`config.mk`:
```
export PLATFORM = sky130hd
export DESIGN_NAME = can_tx_event_fifo_ctrl
export DESIGN_NICKNAME = d
export VERILOG_FILES = /design/src/design/tx_event_pkg.sv /design/src/design/can_tx_event_fifo_ctrl.sv
export VERILOG_INCLUDE_DIRS = /design/src /design/src/design
export SDC_FILE = /design/constraint.sdc
export NUM_CORES = 1
export LEC_CHECK = 0
export BUFFER_PORTS_ARGS = -buffer_cell sky130_fd_sc_hd__clkbuf_2
export CORE_MARGIN = 10
export CORE_UTILIZATION = 47
export CTS_CLUSTER_SIZE = 24
export DETAILED_ROUTE_END_ITERATION = 7
export GPL_ROUTABILITY_DRIVEN = 0
export GPL_TIMING_DRIVEN = 0
export PLACE_DENSITY_LB_ADDON = 0.05
export SLEW_MARGIN = 0
export SYNTH_ARGS = -nofsm -noshare
export SYNTH_HDL_FRONTEND = slang
export SYNTH_SLANG_ARGS = --single-unit
```
`constraint.sdc`:
```
create_clock -name clk -period 3.75 [get_ports clk]
set_input_delay 0 -clock clk [delete_from_list [all_inputs] [get_ports clk]]
set_output_delay 0 -clock clk [all_outputs]
set_load 0.02 [all_outputs]
```
`src/design/tx_event_consts.svh`:
```
`ifndef TX_EVENT_CONSTS_SVH
`define TX_EVENT_CONSTS_SVH

// register byte offsets
`define TXQ_CTRL_OFS        8'h00
`define TXQ_STAT_OFS        8'h04

// control register fields
`define TXQ_DEPTH_HI        28
`define TXQ_DEPTH_LO        24
`define TXQ_CLEAR_BIT       10
`define TXQ_ADVANCE_BIT     8
`define TXQ_STAMP_BIT       5
`define TXQ_OVF_BIT         3
`define TXQ_FULL_BIT        2
`define TXQ_HALF_BIT        1
`define TXQ_NEMPTY_BIT      0

// positions that read back; everything else reads zero
`define TXQ_CTRL_MASK       32'h1F00_042F
`define TXQ_STAT_MASK       32'h0000_000F

// reset values
`define TXQ_DEPTH_RST       5'h00
`define TXQ_ENABLES_RST     4'h0
`define TXQ_CLEAR_RST       1'b1

// operating mode encoding that opens the configuration fields
`define TXQ_MODE_CONFIG     3'h4

`endif

```
`src/design/tx_event_pkg.sv`:
```
package tx_event_pkg;
  typedef logic [2:0]  mode_t;
  typedef logic [4:0]  depth_code_t;
  typedef logic [5:0]  level_t;
  typedef logic [31:0] word_t;
endpackage

```
`src/design/can_tx_event_fifo_ctrl.sv`:
```
// Notes on behaviour
// - depth field bits 28..24 give queue depth as field plus one, 1 to 32.
// - writing one to bit 10 clears the queue; hardware drops the bit once mode no longer equals configuration.
// - writing one to bit 8 releases the oldest entry, tail moves by one.
// - bit 5 set makes stored entries carry a time stamp, clear omits it.
// - control bit 3 enables the overflow interrupt request.
// - control bit 2 enables the full interrupt request.
// - control bit 1 enables the half-full interrupt request.
// - control bit 0 enables the not-empty interrupt request.
// - depth and stamp enable change only while mode equals configuration.
// - status bit 3 is set by overflow and stays until software clears it.
// - status bit 2 reads one exactly when all configured entries are occupied.
// - status bit 1 reads one when occupancy is at least half the depth.
// - status bit 0 reads one while at least one entry is held.
// - full, half and not-empty bits are read-only and follow live occupancy.
// - status bits 31..4 and unused control bits read as zero.
`timescale 1ns/1ps
`include "tx_event_consts.svh"

module can_tx_event_fifo_ctrl #(
  parameter int ADDR_W = 8
) (
  input  wire logic                  clk,
  input  wire logic                  nrst,
  input  wire logic [ADDR_W-1:0]     addr,
  input  wire logic [31:0]           wdata,
  input  wire logic                  wr,
  input  wire logic                  rd,
  output      logic [31:0]           rdata,
  input  wire tx_event_pkg::mode_t   operating_mode_field,
  input  wire logic                  tx_done,
  output      logic                  store_valid,
  output      logic [4:0]            store_slot,
  output      logic                  store_stamp,
  output      logic [4:0]            tail_slot,
  output      logic                  irq
);

  // refuse address widths that cannot hold both register offsets
  if (ADDR_W < 3 || ADDR_W > 8) begin : addr_w_check
    $error("ADDR_W must lie between 3 and 8");
  end

  // ==========================================================
  // state
  tx_event_pkg::depth_code_t depth_field_reg;
  logic                      stamp_enable_reg;
  logic [3:0]                irq_enable_reg;
  logic                      fifo_clear_bit_reg;
  logic                      overflow_flag_reg;
  tx_event_pkg::level_t      count_reg;
  logic [4:0]                head_reg;
  logic [4:0]                tail_reg;
  logic [31:0]               rdata_reg;
  logic                      irq_reg;
  logic                      store_valid_reg;
  logic [4:0]                store_slot_reg;
  logic                      store_stamp_reg;

  // ==========================================================
  // decode
  logic                      ctrl_sel;
  logic                      stat_sel;
  logic                      ctrl_wr;
  logic                      stat_wr;
  logic                      cfg_mode;
  tx_event_pkg::level_t      depth;
  logic                      full_flag;
  logic                      half_flag;
  logic                      nonempty_flag;
  logic                      do_push;
  logic                      do_pop;
  logic                      overflow_evt;
  logic [3:0]                flags;

  assign ctrl_sel = (addr == ADDR_W'(`TXQ_CTRL_OFS));
  assign stat_sel = (addr == ADDR_W'(`TXQ_STAT_OFS));
  assign ctrl_wr  = wr && ctrl_sel;
  assign stat_wr  = wr && stat_sel;
  assign cfg_mode = (operating_mode_field == `TXQ_MODE_CONFIG);

  assign depth = {1'b0, depth_field_reg} + 6'h01;

  // full when every entry is held
  assign full_flag     = (count_reg == depth);
  // half when twice occupancy reaches depth
  assign half_flag     = ({count_reg, 1'b0} >= {1'b0, depth});
  assign nonempty_flag = (count_reg != 6'h00);

  // a clear in progress holds the queue empty, so pushes and pops are lost
  assign overflow_evt = tx_done && full_flag && !fifo_clear_bit_reg;
  assign do_push      = tx_done && !full_flag && !fifo_clear_bit_reg;
  // tail advance on a written one, only when an entry exists
  assign do_pop       = ctrl_wr && wdata[`TXQ_ADVANCE_BIT] && nonempty_flag && !fifo_clear_bit_reg;

  assign flags = {overflow_flag_reg, full_flag, half_flag, nonempty_flag};

  // ==========================================================
  // configuration fields
  always_ff @(posedge clk or negedge nrst) begin
    if (!nrst) begin
      depth_field_reg  <= `TXQ_DEPTH_RST;
      stamp_enable_reg <= 1'b0;
    end else if (ctrl_wr && cfg_mode) begin
      depth_field_reg  <= wdata[`TXQ_DEPTH_HI:`TXQ_DEPTH_LO];
      stamp_enable_reg <= wdata[`TXQ_STAMP_BIT];
    end
  end

  // interrupt enables are writable in any mode
  always_ff @(posedge clk or negedge nrst) begin
    if (!nrst) begin
      irq_enable_reg <= `TXQ_ENABLES_RST;
    end else if (ctrl_wr) begin
      irq_enable_reg <= wdata[`TXQ_OVF_BIT:`TXQ_NEMPTY_BIT];
    end
  end

  // ==========================================================
  // queue clear: held in configuration mode, dropped once outside it
  always_ff @(posedge clk or negedge nrst) begin
    if (!nrst) begin
      fifo_clear_bit_reg <= `TXQ_CLEAR_RST;
    // software sets, hardware clears once outside configuration mode, as the pointers are reset
    end else if (ctrl_wr && wdata[`TXQ_CLEAR_BIT]) begin
      fifo_clear_bit_reg <= 1'b1;
    end else if (fifo_clear_bit_reg && !cfg_mode) begin
      fifo_clear_bit_reg <= 1'b0;
    end
  end

  // ==========================================================
  // occupancy and pointers
  always_ff @(posedge clk or negedge nrst) begin
    if (!nrst) begin
      count_reg <= 6'h00;
      head_reg  <= 5'h00;
      tail_reg  <= 5'h00;
    end else if (fifo_clear_bit_reg) begin
      count_reg <= 6'h00;
      head_reg  <= 5'h00;
      tail_reg  <= 5'h00;
    end else begin
      if (do_push) begin
        head_reg <= (head_reg == depth_field_reg) ? 5'h00 : head_reg + 5'h01;
      end
      if (do_pop) begin
        tail_reg <= (tail_reg == depth_field_reg) ? 5'h00 : tail_reg + 5'h01;
      end
      // occupancy moves only with pushes and pops
      case ({do_push, do_pop})
        2'b10:   count_reg <= count_reg + 6'h01;
        2'b01:   count_reg <= count_reg - 6'h01;
        default: count_reg <= count_reg;
      endcase
    end
  end

  // ==========================================================
  // overflow flag: set wins over a same-cycle clear
  always_ff @(posedge clk or negedge nrst) begin
    if (!nrst) begin
      overflow_flag_reg <= 1'b0;
    end else if (overflow_evt) begin
      overflow_flag_reg <= 1'b1;
    end else if (stat_wr && wdata[`TXQ_OVF_BIT]) begin
      overflow_flag_reg <= 1'b0;
    end
  end

  // ==========================================================
  // storage strobe toward the entry memory
  always_ff @(posedge clk or negedge nrst) begin
    if (!nrst) begin
      store_valid_reg <= 1'b0;
      store_slot_reg  <= 5'h00;
      store_stamp_reg <= 1'b0;
    end else begin
      store_valid_reg <= do_push;
      if (do_push) begin
        store_slot_reg  <= head_reg;
        // entry carries a stamp when enabled
        store_stamp_reg <= stamp_enable_reg;
      end
    end
  end

  // ==========================================================
  // read port
  always_ff @(posedge clk or negedge nrst) begin
    if (!nrst) begin
      rdata_reg <= 32'h00000000;
    end else begin
      rdata_reg <= 32'h00000000;
      if (rd && ctrl_sel) begin
        rdata_reg[`TXQ_DEPTH_HI:`TXQ_DEPTH_LO] <= depth_field_reg;
        rdata_reg[`TXQ_CLEAR_BIT]             <= fifo_clear_bit_reg;
        rdata_reg[`TXQ_STAMP_BIT]             <= stamp_enable_reg;
        rdata_reg[`TXQ_OVF_BIT:`TXQ_NEMPTY_BIT] <= irq_enable_reg;
      end else if (rd && stat_sel) begin
        rdata_reg[`TXQ_OVF_BIT:`TXQ_NEMPTY_BIT] <= flags;
      end
    end
  end

  // ==========================================================
  // interrupt
  always_ff @(posedge clk or negedge nrst) begin
    if (!nrst) begin
      irq_reg <= 1'b0;
    end else begin
      irq_reg <= |(flags & irq_enable_reg);
    end
  end

  assign rdata       = rdata_reg;
  assign irq         = irq_reg;
  assign store_valid = store_valid_reg;
  assign store_slot  = store_slot_reg;
  assign store_stamp = store_stamp_reg;
  assign tail_slot   = tail_reg;
endmodule // can_tx_event_fifo_ctrl

```
==> impl_metrics.toml <==
[sta]
period_share = 0.9478
hold_ws_ns = 0.01955
setup_viol = 0
maxSlewViolCount = 0
fmax_ghz = 0.2814
worst_pin_slew_ns = 1.186
hold_violations = 0
period_minus_slack_ns = 3.554
maxSlewHeadroom = 0.2096
finClkSkew_ns = 0.01483

[cells_and_area]
multiInputGateArea_sq_mm = 0.001657
seqCellArea_sq_mm = 0.001179
drive_gt1_frac = 0.3264
largest_reg_flops = 11
area_growth_syn_to_layout_pct = 23.49
n_fill_cell = 526
post-route-util = 0.6088
insertedDiodeCount = 0
num-nets-final = 446
final_cells = 461

[critical_path]
arrival_ns = 3.74
crit_type = "flip-flop to flip-flop"
critPathRequiredTime_ns = 3.94
cp_max_fo = 7
start_kind = "flip-flop"
endpoint_kind = "flip-flop"
reg2reg_depth = 14

[global_route]
grt_pass1_vias = 2441
grt.total_usage = 0.1422
antenna_found_initial = 0
gr-total-overflow = 0
grt_pass1_wl_um = 11710
grt_max_degree = 48

[power]
finalPower_mw = 1.582
ir_worst_vdd_v = 0.0002274
cellLeakagePower_nw = 1.911
powerDensity_mw_per_mm2 = 428.7

[synth]
avgSynthCellArea_sq_um = 10.34
yosys_warnings = 0
yosys.area.top_type_share = 0.3853
yosys.area.top_type = "dfrtp_1"
synth_seq_cells = 47
ys_async_sr_fraction = 1.000
netlist_area_sq_mm = 0.002988
ys.flop_type = "dfrtp_1"
seq_area_frac_synth = 0.3941
yosys-top-cells-area = "dfrtp_1 39%, mux2_2 6.4%, buf_4 5.5%"
syn_inst = 289
synth_cell_types = 60
synth_edf_count = 0

[min_path]
holdPathStages = 3
hp-class = "input port to flip-flop"

[clock_network]
cts_htree_levels = 2
clockBufferDepth = 2
clkSinkCount = 47
numCtsBuffers = 5
clkTransAtPathRegs_ns = 0.09
cts_tree = "done"
clk-insertion-delay-late_ns = 0.31
clockRootBuffer = "clkbuf_8"

[floorplanning]
dieArea_sq_mm = 0.009946
core_area_sq_mm = 0.006061
ios = 93
initial_core_util = 0.4930
die_w_um = 99.73
rows = 28
die_h_um = 99.73

[placement]
hpwlAfterDp_um = 5180
port_buffers = 50
dp_cells = 434

[flow_run]
drv_cap = 0

[run_status]
outcome = "complete, no violations"

[route]
wl_per_cell_um = 15.56
ant_nets = 0
routed_via_density = 5.310
wl_um = 7173
drc = 0
firstDrtPassIters = 4
drt_iter0_markers = 105
via_count = 2448
worst paths after layout:
path	startpoint	to	slack (ns)
worst max-delay path	depth_field_reg[1]	count_reg[5]	0.20
worst min-delay path	rd	rdata[2]	0.02
worst max register to register	depth_field_reg[1]	count_reg[5]	0.20
worst min register to register	store_slot[2]	store_slot[2]	0.51
max in group asynchronous	nrst	depth_field_reg[1]	2.50
min in group asynchronous	nrst	irq_enable_reg[0]	0.47
placed cells by master, fill, tap and decap left out, types with 6 or more instances in the layout:
cell type,count
a21o_1,7
and2_1,7
buf_4,28
clkbuf_2,51
clkbuf_8,6
conb_1,21
dfrtp_1,45
dlygate4sd3_1,13
ha_1,11
mux2_2,17
nand2_1,18
nand3_1,9
nor2_1,16
nor2b_1,6
nor3_1,9
o21ai_0,6
xnor2_1,10
xor2_1,12
power breakdown:
group          total [mW]  internal [mW]  switching [mW]
Sequential          0.664          0.563           0.101
Combinational       0.594          0.287           0.307
Clock               0.324          0.149           0.175
Total                1.58          0.999           0.583
critical path, cell delays in order, from the launching register on:
cell and delay [ns]:
dfrtp_2 0.41, ha_2 0.26, nand2_1 0.10, or4_1 0.51, nand4_1 0.18, o31ai_4 0.11, and2b_2 0.23, and2_2 0.25
ha_1 0.30, a211oi_1 0.24, o21bai_1 0.13, a21oi_2 0.18, a2111oi_1 0.11, a2111oi_2 0.29, nand4_1 0.12
synth_stat cells (3+ instances only):
master and n:
a21o_1 7, a21oi_1 6, a22o_1 3, and2_1 8, buf_2 5, buf_4 22
clkbuf_1 5, dfrtp_1 46, ha_1 12, inv_1 3, mux2_2 17, mux2i_1 5
nand2_1 18, nand2b_1 3, nand3_1 9, nand3b_1 3, nand4_1 5, nand4b_1 4
nor2_1 16, nor2b_1 6, nor3_1 9, nor4_1 3, o21ai_0 6, or4_1 3
or4b_1 3, xnor2_1 10, xor2_1 12
final cells by class:
class                           count  share of cell area
Multi-Input combinational cell    225              0.4490
Sequential cell                    47              0.3194
Timing Repair Buffer               69              0.1153
Buffer                             34             0.06307
Tap cell                           75             0.02543
Clock buffer                        7             0.02340
Inverter                            3            0.003052
Clock inverter                      1            0.001356
per-stage QoR:
step	cell area, sq um	setup TNS (ns)	setup slack [ns]
floorplan	3063	0	0.007204
global placement	3407	-0.9323	-0.5897
detailed placement	3407	-1.134	-0.6624
CTS	3665	0	0.0008682
global route	3690	-0.0009863	-0.0009863
finish	3690	0	0.1958
repair_timing:
action | CTS | global route
pin swaps | 2 | 1
resized for setup | 6 | 3
hold endpoints to repair | 57 | 0
buffers inserted | 3 | 3
setup endpoints to repair | 3 | 3
hold buffers | 13 | 0
logic make-up (layout without fill, tap and decap cells):
family,after synthesis,in the layout,synth area share
mux,22,22,0.08082
buf+inv,37,114,0.08124
flops,47,47,0.3941
fa+ha+maj,13,13,0.05695
compound gates,44,44,0.1164
xor+xnor,23,23,0.07202
other cells,1,21,0.001255
simple gates,102,102,0.1972
routing by layer:
layer	wire length, um	global-route usage
met5	0	0
met4	93	0.04079
met3	470	0.04498
met2	3392	0.2344
met1	3217	0.1731
Power figures use the tool's default switching activity.
